<file path="src/shared/lpwg_pkg.sv">
// Constants and types shared by the low-power wake guard
package lpwg_pkg;

    // -------------------------------------------------------------------
    // Timing
    // -------------------------------------------------------------------
    localparam int CLK_PERIOD_NS = 4;
    localparam int T_OVERSHOOT_NS = 6000;
    localparam int T_FAST_SETTLE_NS = 2000;
    localparam int T_SLOW_SETTLE_NS = 150000;
    localparam int T_ENTRY_WIN_NS = 1000;
    localparam logic [15:0] OVERSHOOT_CYC =
        16'(T_OVERSHOOT_NS / CLK_PERIOD_NS);
    localparam logic [15:0] FAST_SETTLE_CYC =
        16'(T_FAST_SETTLE_NS / CLK_PERIOD_NS);
    localparam logic [15:0] ENTRY_WIN_CYC =
        16'(T_ENTRY_WIN_NS / CLK_PERIOD_NS);

    // -------------------------------------------------------------------
    // Register byte offsets
    // -------------------------------------------------------------------
    localparam logic [4:0] ADDR_CLK_DIV = 5'h00;
    localparam logic [4:0] ADDR_CLK_REQ = 5'h04;
    localparam logic [4:0] ADDR_LO_SUP = 5'h08;
    localparam logic [4:0] ADDR_HI_SUP = 5'h0c;
    localparam logic [4:0] ADDR_PWR_FLAG = 5'h10;
    localparam logic [4:0] ADDR_LPM_ENTRY = 5'h14;
    localparam logic [4:0] ADDR_IRQ_STATUS = 5'h18;
    localparam logic [4:0] ADDR_IRQ_MASK = 5'h1c;

    // -------------------------------------------------------------------
    // Field values and reset values
    // -------------------------------------------------------------------
    localparam logic [2:0] DIV_FULL = 3'h0;
    localparam logic [2:0] DIV_RST = 3'h0;
    localparam logic REQ_EN_RST = 1'h1;
    localparam logic [2:0] LPM_CODE_2 = 3'h2;
    localparam logic [2:0] LPM_CODE_3 = 3'h3;
    localparam logic [2:0] LPM_CODE_4 = 3'h4;

    // -------------------------------------------------------------------
    // Interrupt bits
    // -------------------------------------------------------------------
    localparam int IRQ_W = 4;
    localparam int IRQ_WAKE = 0;
    localparam int IRQ_CORE_RST = 1;
    localparam int IRQ_HANG = 2;
    localparam int IRQ_SETTLE = 3;

    typedef enum logic [1:0] {
        ST_ACTIVE,
        ST_LPM,
        ST_HOLD,
        ST_HANG
    } lpwg_state_t;

endpackage

</file>
<file path="src/verilog/lpwg_wake_guard.sv">
// Low-power entry and wake guard with Avalon-MM register slave
//
// Local design decisions: the Avalon-MM interface to the registers and the register offsets.
`timescale 1ns/100ps
module lpwg_wake_guard
    import lpwg_pkg::*;
#(
    parameter logic [15:0] SLOW_SETTLE_CYC =
        16'(T_SLOW_SETTLE_NS / CLK_PERIOD_NS)
) (
    input wire logic i_clk_sys,
    input wire logic i_arst_n,
    input wire logic i_ce,
    input wire logic i_puc,
    input wire logic i_wake_irq,
    input wire logic [4:0] i_avs_address,
    input wire logic i_avs_read,
    input wire logic i_avs_write,
    input wire logic [31:0] i_avs_writedata,
    input wire logic [3:0] i_avs_byteenable,
    output logic [31:0] o_avs_readdata,
    output logic o_avs_waitrequest,
    output logic o_irq,
    output logic o_device_reset,
    output logic o_cpu_run,
    output logic o_osc_overshoot,
    output logic o_sub_clk_fast,
    output logic o_main_clk_fast,
    output logic [2:0] o_main_clock_divide_field
);

    typedef struct packed {
        lpwg_state_t st;
        logic [2:0] lpm;
        logic [2:0] div;
        logic req_en;
        logic src_xt;
        logic [1:0] core_lvl;
        logic lo_fp;
        logic hi_off;
        logic lo_settle;
        logic hi_settle;
        logic raise_fp;
        logic hazard;
        logic [15:0] lo_cnt;
        logic [15:0] hi_cnt;
        logic [15:0] hold_cnt;
        logic [15:0] osc_cnt;
        logic [15:0] win_cnt;
        logic [IRQ_W-1:0] irq_st;
        logic [IRQ_W-1:0] irq_mask;
        logic waitreq;
        logic [31:0] rdata;
        logic irq;
        logic dev_rst;
        logic overshoot;
        logic sub_fast;
        logic main_fast;
        logic cpu_run;
    } lpwg_regs_t;

    localparam lpwg_regs_t REGS_RST = '{
        st: ST_ACTIVE,
        div: DIV_RST,
        req_en: REQ_EN_RST,
        waitreq: 1'b1,
        cpu_run: 1'b1,
        default: '0
    };

    lpwg_regs_t r;
    lpwg_regs_t n;

    // -------------------------------------------------------------------
    // Next-state logic
    // -------------------------------------------------------------------
    always_comb begin
        logic [IRQ_W-1:0] ev;
        logic [IRQ_W-1:0] clr;
        logic core_rst;
        logic wr;
        logic [31:0] wd;
        logic [31:0] rd;
        ev = '0;
        clr = '0;
        core_rst = 1'b0;
        rd = 32'h0;
        n = r;
        n.dev_rst = 1'b0;
        wd = i_avs_writedata;
        wr = i_avs_write && !r.waitreq && i_avs_byteenable[0];

        // Supervisor settle delays, overshoot and entry-window countdowns
        if (r.lo_settle) begin
            if (r.lo_cnt == 16'h0000) begin
                n.lo_settle = 1'b0;
                ev[IRQ_SETTLE] = 1'b1;
                core_rst = r.raise_fp;
            end else begin
                n.lo_cnt = r.lo_cnt - 16'h0001;
            end
        end
        if (r.hi_settle) begin
            if (r.hi_cnt == 16'h0000) begin
                n.hi_settle = 1'b0;
                ev[IRQ_SETTLE] = 1'b1;
            end else begin
                n.hi_cnt = r.hi_cnt - 16'h0001;
            end
        end
        if (r.osc_cnt != 16'h0000) begin
            n.osc_cnt = r.osc_cnt - 16'h0001;
        end
        if (r.win_cnt != 16'h0000) begin
            n.win_cnt = r.win_cnt - 16'h0001;
        end

        // -------------------------------------------------------------------
        // Power state machine
        // -------------------------------------------------------------------
        case (r.st)
            ST_ACTIVE: begin
                n.st = ST_ACTIVE;
            end
            ST_LPM: begin
                if (i_wake_irq) begin
                    if (r.hazard && r.win_cnt != 16'h0000) begin
                        n.st = ST_HANG;
                        ev[IRQ_HANG] = 1'b1;
                    end else if (r.lpm != LPM_CODE_2) begin
                        n.st = ST_HOLD;
                        n.osc_cnt = OVERSHOOT_CYC;
                        n.hold_cnt = (r.lo_fp ? FAST_SETTLE_CYC
                                      : SLOW_SETTLE_CYC) - 16'h0001;
                    end else begin
                        n.st = ST_ACTIVE;
                        ev[IRQ_WAKE] = 1'b1;
                    end
                end
            end
            ST_HOLD: begin
                if (r.hold_cnt == 16'h0000) begin
                    n.st = ST_ACTIVE;
                    ev[IRQ_WAKE] = 1'b1;
                end else begin
                    n.hold_cnt = r.hold_cnt - 16'h0001;
                end
            end
            ST_HANG: begin
                n.st = ST_HANG;
            end
            default: begin
                n.st = ST_ACTIVE;
            end
        endcase

        // -------------------------------------------------------------------
        // Register slave
        // -------------------------------------------------------------------
        case (i_avs_address)
            ADDR_CLK_DIV: rd = {29'h0, r.div};
            ADDR_CLK_REQ: rd = {30'h0, r.src_xt, r.req_en};
            ADDR_LO_SUP: rd = {29'h0, r.core_lvl, r.lo_fp};
            ADDR_HI_SUP: rd = {31'h0, r.hi_off};
            ADDR_PWR_FLAG: rd = {30'h0, r.hi_settle, r.lo_settle};
            ADDR_LPM_ENTRY: rd = {27'h0, r.st, r.lpm};
            ADDR_IRQ_STATUS: rd = {28'h0, r.irq_st};
            ADDR_IRQ_MASK: rd = {28'h0, r.irq_mask};
            default: rd = 32'h0;
        endcase
        if ((i_avs_read || i_avs_write) && r.waitreq) begin
            n.waitreq = 1'b0;
            n.rdata = rd;
        end else begin
            n.waitreq = 1'b1;
        end
        if (wr) begin
            case (i_avs_address)
                ADDR_CLK_DIV: n.div = wd[2:0];
                ADDR_CLK_REQ: begin
                    n.req_en = wd[0];
                    n.src_xt = wd[1];
                end
                ADDR_LO_SUP: begin
                    n.lo_fp = wd[0];
                    n.core_lvl = wd[2:1];
                    n.lo_settle = 1'b1;
                    n.lo_cnt = (wd[0] ? FAST_SETTLE_CYC
                                : SLOW_SETTLE_CYC) - 16'h0001;
                    n.raise_fp = wd[0] && (wd[2:1] > r.core_lvl);
                end
                ADDR_HI_SUP: begin
                    n.hi_off = wd[0];
                    n.hi_settle = 1'b1;
                    n.hi_cnt = SLOW_SETTLE_CYC - 16'h0001;
                end
                ADDR_LPM_ENTRY: begin
                    if (r.st == ST_ACTIVE && (wd[2:0] == LPM_CODE_2
                        || wd[2:0] == LPM_CODE_3
                        || wd[2:0] == LPM_CODE_4)) begin
                        n.st = ST_LPM;
                        n.lpm = wd[2:0];
                        n.win_cnt = ENTRY_WIN_CYC;
                        n.hazard = (r.lo_settle || r.hi_settle)
                                   && r.hi_off && r.lo_fp;
                    end
                end
                ADDR_IRQ_STATUS: clr = wd[IRQ_W-1:0];
                ADDR_IRQ_MASK: n.irq_mask = wd[IRQ_W-1:0];
                default: n.div = r.div;
            endcase
        end

        // -------------------------------------------------------------------
        // Clear resets and interrupts
        // -------------------------------------------------------------------
        ev[IRQ_CORE_RST] = core_rst;
        if (core_rst || i_puc) begin
            n.st = REGS_RST.st;
            n.lpm = REGS_RST.lpm;
            n.div = REGS_RST.div;
            n.req_en = REGS_RST.req_en;
            n.src_xt = REGS_RST.src_xt;
            n.core_lvl = REGS_RST.core_lvl;
            n.lo_fp = REGS_RST.lo_fp;
            n.hi_off = REGS_RST.hi_off;
            n.lo_settle = 1'b0;
            n.hi_settle = 1'b0;
            n.raise_fp = 1'b0;
            n.hazard = 1'b0;
            n.hold_cnt = 16'h0000;
            n.osc_cnt = 16'h0000;
            n.win_cnt = 16'h0000;
            n.dev_rst = core_rst;
        end
        n.irq_st = (r.irq_st & ~clr) | ev;
        n.irq = |(n.irq_st & n.irq_mask);
        n.overshoot = n.osc_cnt != 16'h0000;
        n.sub_fast = n.overshoot && !n.src_xt;
        n.main_fast = n.overshoot && n.st == ST_ACTIVE
                      && n.div == DIV_FULL;
        n.cpu_run = n.st == ST_ACTIVE;
    end

    // -------------------------------------------------------------------
    // State register
    // -------------------------------------------------------------------
    always_ff @(posedge i_clk_sys or negedge i_arst_n) begin
        if (!i_arst_n) begin
            r <= REGS_RST;
        end else if (i_ce) begin
            r <= n;
        end
    end

    assign o_avs_readdata = r.rdata;
    assign o_avs_waitrequest = r.waitreq;
    assign o_irq = r.irq;
    assign o_device_reset = r.dev_rst;
    assign o_cpu_run = r.cpu_run;
    assign o_osc_overshoot = r.overshoot;
    assign o_sub_clk_fast = r.sub_fast;
    assign o_main_clk_fast = r.main_fast;
    assign o_main_clock_divide_field = r.div;

endmodule

</file>
<file path="config.mk">
export PLATFORM = sky130hd
export DESIGN_NAME = lpwg_wake_guard
export DESIGN_NICKNAME = d
export VERILOG_FILES = /design/src/shared/lpwg_pkg.sv /design/src/verilog/lpwg_wake_guard.sv
export SDC_FILE = /design/constraint.sdc
export NUM_CORES = 1
export LEC_CHECK = 0
export BUFFER_PORTS_ARGS = -buffer_cell sky130_fd_sc_hd__buf_2
export CORE_ASPECT_RATIO = 1.2
export CORE_MARGIN = 2
export CORE_UTILIZATION = 53
export DETAILED_ROUTE_END_ITERATION = 6
export MAX_ROUTING_LAYER = met4
export PLACE_DENSITY = 0.81
export SLEW_MARGIN = 20
export SYNTH_ARGS = -nofsm -noshare
export SYNTH_HDL_FRONTEND = slang
export SYNTH_SLANG_ARGS = --single-unit
</file>
<file path="constraint.sdc">
create_clock -name i_clk_sys -period 2.05 [get_ports i_clk_sys]
set_input_delay 0 -clock i_clk_sys [delete_from_list [all_inputs] [get_ports i_clk_sys]]
set_output_delay 0 -clock i_clk_sys [all_outputs]
set_load 0.005 [all_outputs]
</file>
---- Word level (Yosys, flattened, before mapping) ----
Index checks and enable logic that the tools add are counted.
operators by class
  $add $sub $neg .......................... 7
  $lt $le $gt $ge ......................... 1
  equal/unequal tests ..................... 18
  muxes and demuxes ....................... 63
  bitwise gates (word level) .............. 4
  reductions and logical operators ........ 42
operators with widths
  kind                                                                   number
  16-bit 2-to-1 mux                                                      15
  16-bit by 1-bit subtractor with 16-bit output (second input constant)  7
  32-bit 2-to-1 mux                                                      3
  50-bit 2-to-1 mux                                                      1
  16-bit logical NOT                                                     3
  48-bit 2-to-1 mux                                                      1
  16-bit nonzero test                                                    3
  5-bit one-hot mux with 8 select lines                                  1
  16-bit one-hot mux with 2 select lines                                 1
  1-bit 2-to-1 mux                                                       25
  5-bit == test (second input constant)                                  4
  18-bit 2-to-1 mux                                                      1
  4-bit 2-to-1 mux                                                       4
  3-bit != test (second input constant)                                  4
  2-bit nonzero test                                                     6
  1-bit logical AND                                                      11
  5-bit by 4-bit == test with 1-bit output (second input constant)       2
  2-bit 2-to-1 mux                                                       5
  5-bit 2-to-1 mux                                                       2
  3-bit AND reduction                                                    3
  4-bit AND                                                              2
  2-bit one-hot mux with 4 select lines                                  1
  3-bit by 2-bit == test with 1-bit output (second input constant)       2
  3-bit 2-to-1 mux                                                       2
  19 further kinds                                                       26
storage, ports and cells
  flip-flop bits (word level) ............. 145
  bits of input ports ..................... 48
  output and inout port bits .............. 42
  logic and storage cells ................. 162

---- Depth between registers and ports, before layout ----
  depth in word-level cells ............... 12
  mapped depth ............................ 10
  mapped depth without buffers ............ 8

---- Least setup slack after synthesis ----
No wires, ideal clock.
  kind .................................... flip-flop to flip-flop
  start ................................... register r[47] in the netlist's numbering
  end ..................................... register r[80] in the netlist's numbering
  setup time .............................. 0.125 ns
  data arrival time ....................... 2.122 ns
  data required time ...................... 1.925 ns
  slack ................................... -0.197 ns
  stages on the path, launching flop included .. 9
  buffers on the path ..................... 0
  period minus slack after synthesis ...... 2.247 ns
  cells stage by stage .................... dfrtp_1 > inv_1 > ha_1 > nor4b_2 > nand4_4 > a21boi_4 > o22ai_4 > a21oi_4 > mux2_4
between the ends
  word-level cells in the longest chain between the ends .. 4
RTL lines
  item                                  line                    text
  start, declared                       lpwg_wake_guard.sv:71   lpwg_regs_t r;
  start signal, assigned                lpwg_wake_guard.sv:252  r <= n;
  16-bit nonzero test                   lpwg_wake_guard.sv:127  if (r.hazard && r.win_cnt != 16'h0000) begin
  1-bit logical AND                     lpwg_wake_guard.sv:127
  3-bit != test (no source line)        --
  6-bit AND reduction (no source line)  --
No other way between the ends.
A chain may end at the register's enable or synchronous reset.

---- Worst setup path after layout ----
Same ends and word-level chain as after synthesis.

==> metrics.md <==
| Metric | Value |
|---|---|
| Status | finished, violations left |
| Failing checks | setup timing |
| Clock-pin slew on the worst setup and hold paths | 0.05 ns |
| Layout cells sized above 1 | a little under a third |
| EDFF count, synth | 0 |
| Required @ worst endpoint | between 2 and 2.5 ns |
| CP Depth | 9 |
| DRC | 0 |
| Depth of the worst register-to-register path | 9 |
| Antenna-violating nets left | 0 |
| Fillers | 918 |
| Die area | 0.01497 mm2 |
| Most frequent cells in the layout | buf_4 (138), dfrtp_1 (115), nand2_1 (74), nor2_1 (65), o21ai_0 (50) |
| Internal power | 6.475 mW |
| Final setup vio count | 18 |
| Yosys cell types | 85 |
| Worst path max stage delay | ~0.40 ns |
| Number of CTS-inserted buffers | 17 |
| Fin. Hold Viols | 0 |
| Final slew viol count | 0 |
| Total number of vias | 7,254 |
| Initial antenna violation count | 0 |
| Share of synthesized registers carrying an async set or reset | 100.0% |
| Leak | 4.300 nW |
| IO Count | 90 |
| Synth-to-layout area growth | 29.97% |
| Synth warn | 0 |
| Post-synth top area share | 38.77% |
| Routability cong. | 0.9488 |
| Cell Area, Synth | 0.007423 mm2 |
| Drt pass-1 iters | 6 |
| PwrDens | roughly 1000 mW/mm2 |
| R2R setup slack | -0.10 ns |
| Final period util | 105.0% |
| CP Buf/Inv Count | 2 |
| Worst setup margin | -0.1030 ns |
| Final Critical Period | 2.153 ns |
| CP arrival | 2.46 ns |
| Final Skew | ~0.0094 ns |
| Drt total wl | 21,500 um |
| Seq cells post-synth | 118 |
| CP max stage cell | dfrtp_1 |
| Crit path cell chain | inv_2 > ha_4 > nor4b_4 > buf_4 > nand4_4 > a21boi_4 > o22ai_4 > a21oi_4 > mux2_4 |
| Max Cap Violations | 0 |
| CP Max Fanout | 5 |
| Hold Path Stages | 4 |
| Switching component of the power | around 3.6 mW |
| CP Class | flop to flop |
| Worst-margin pin slew | 0.6095 ns |
| Slew HR | 59.37% |
| Clock tree buffer depth | 2 |
| WL/cell | roughly 18 um |
| Root Driver | clkbuf_16 |
| Initial Util | 53.95% |
| CORE AREA | 0.01376 mm2 |
| Via/cell ratio | about 6.2 |
| Top delay family on crit path | compound AO/OA/AOI/OAI gates |
| Clk sinks | 118 |
| Synth top area cells | dfrtp_1 (39%), o21ai_0 (3.8%), buf_4 (3.7%) |
| Overall Power | 10.10 mW |
| H-Tree Level Count | 4 |
| Biggest area consumer among synthesized cells | dfrtp_1 |
| Sequential fraction of the synthesis area | 39.83% |
| Vias in the first global route | roughly 7,000 |
| RSZ-0062 raised after global routing | yes |
| Remaining Overflow, GRT | 0 |
| Gr usage total | 28.30% |
| Top_reg_cell synth | dfrtp_1 |
| Leading cell type in the layout, fill and taps excluded | buf_4 |
| Final nets | 1,041 |
| Sw frac | 35.91% |
| Iter 0 DRT Violations | a little under 800 |
| Clock power share | 26.5% |
| Clk Latency, worst-skew pair | 0.42 ns |
| Mapped Cells | 820 |
| Min-Delay Path Class | input pin to flop |
| Dpl hpwl | between 10,000 and 15,000 um |
| Port-buffer cells | 31 |
| Largest net degree at the start of global routing | 63 |
| Die Height | roughly 130 um |
| Row Count | 47 |
| Worst hold slack | 0.07121 ns |
| CTS tree | built |
| Fmax | 464.5 MHz |
| Die Width | 112.0 um |
| Crit start category | flop |
| Antenna Cells | 0 |
| Synthesized area per cell | 9.053 um2 |
| First-pass GRT wire length | approximately 33,000 um |
| Critical path capture point type | flop |
| Combinational fraction of design power | about 43% |
| Max VDD drop | 0.7594 mV |
| Sequential Power Share | 30.8% |
==> repair_timing <==
action	in CTS	in global routing
setup endpoints to repair	73	91
buffers inserted	5	12
gates resized for setup	41	48
pin swaps	10	16
endpoints found under the hold margin	53	0
hold buffers	8	0
==> synthesized netlist by cell type (8+ instances only) <==
master and n:
inv_1 34, nor2_1 65, nand4_1 12, nor3_1 33, ha_1 12, o31ai_1 14
xnor2_1 12, mux2i_1 9, or3_1 16, a21o_1 8, nor4_1 13, nand3_1 27
nand2_1 74, and3_1 8, a21oi_1 51, dfrtp_1 115, a31oi_1 10, o21ai_0 57
buf_4 37, nor2b_1 9, clkbuf_1 19, xor2_1 11
==> worst reg2reg max path: cells and delay by family (launching register included) <==
kind | cells | cell delay, ns
AO/OA/AOI/OAI | 3 | 0.58
flip-flops | 1 | 0.40
AND/OR/NAND/NOR | 2 | 0.36
multiplexers | 1 | 0.32
buffers and inverters | 2 | 0.26
adder cells (fa/ha/maj) | 1 | 0.14
==> metal layers <==
metal	track usage (%)	part of all wire, %	vias up	wire length, um
li1	-	-	3288	-
met1	33.70	39	3516	8422
met2	47.10	52	365	11100
met3	4.459	5.8	85	1246
met4	13.55	3.4	0	728
met5	-	0	-	0
==> final timing paths <==
check                                             from                            end
setup / recovery                     r[47]$_DFFE_PN0P_              r[80]$_DFFE_PN0P_
hold / removal                              i_avs_read  o_avs_readdata[0]$_DFFE_PN0P_
setup reg to reg                     r[47]$_DFFE_PN0P_              r[80]$_DFFE_PN0P_
hold reg to reg            o_osc_overshoot$_DFFE_PN0P_    o_osc_overshoot$_DFFE_PN0P_
max in group asynchronous                     i_arst_n              r[52]$_DFFE_PN0P_
min in group asynchronous                     i_arst_n              r[61]$_DFFE_PN0P_
==> cell families (layout without fill, tap and decap cells) <==
group / count (synthesis) / after routing / synth area share [%]
buffers and inverters: 104 / 251 / 7.450
XOR/XNOR: 23 / 23 / 2.714
AND/OR/NAND/NOR: 315 / 315 / 23.31
other: 1 / 27 / 0.05052
multiplexers: 18 / 18 / 3.084
AO/OA/AOI/OAI: 229 / 229 / 21.54
flip-flops: 118 / 118 / 39.83
adder cells (fa/ha/maj): 12 / 12 / 2.023
==> cell type report <==
cell class	instances	area [um2]	share of cell area [%]
sequential	118	2957	30.64
inverter	35	131.4	1.362
multi-input combinational	624	4405	45.66
clock buffer	23	478.0	4.954
timing repair buffer	185	1411	14.63
clock inverter	8	51.30	0.5317
tap	171	214.0	2.218
==> state kept, by name, indices dropped and copies added, names as in the netlist <==
| name | cells |
|---|---|
| o_osc_overshoot | 1 |
| o_avs_readdata | 5 |
| o_avs_waitrequest | 1 |
| o_main_clock_divide_field | 3 |
| r | 103 |
| o_main_clk_fast | 1 |
| o_device_reset | 1 |
| o_cpu_run | 1 |
| o_sub_clk_fast | 1 |
| o_irq | 1 |
==> power groups by stage <==
stage	clock, mW	combinational (mW)	sequential [mW]
6_report	2.68	4.31	3.11
5_1_grt	2.80	4.69	3.15
3_5_place_dp	0	3.63	3.07
4_1_cts	2.69	3.88	3.07
3_3_place_gp	0	3.54	3.07
2_1_floorplan	0	2.11	3.12
==> through the flow <==
stage	setup TNS [ns]	utilization (%)	setup slack, ns	cell area (um2)	instances
2_1_floorplan	-0.1151	-	-0.07920	7543	846
3_3_place_gp	-0.6612	61.84	-0.1127	8509	1108
3_5_place_dp	-5.080	61.84	-0.2356	8509	1108
4_1_cts	-0.1776	67.90	-0.06195	9344	1152
5_1_grt	-4.696	70.11	-0.2014	9648	1164
6_report	-0.6331	70.11	-0.1030	9648	1164
Power figures use the tool's default switching activity.
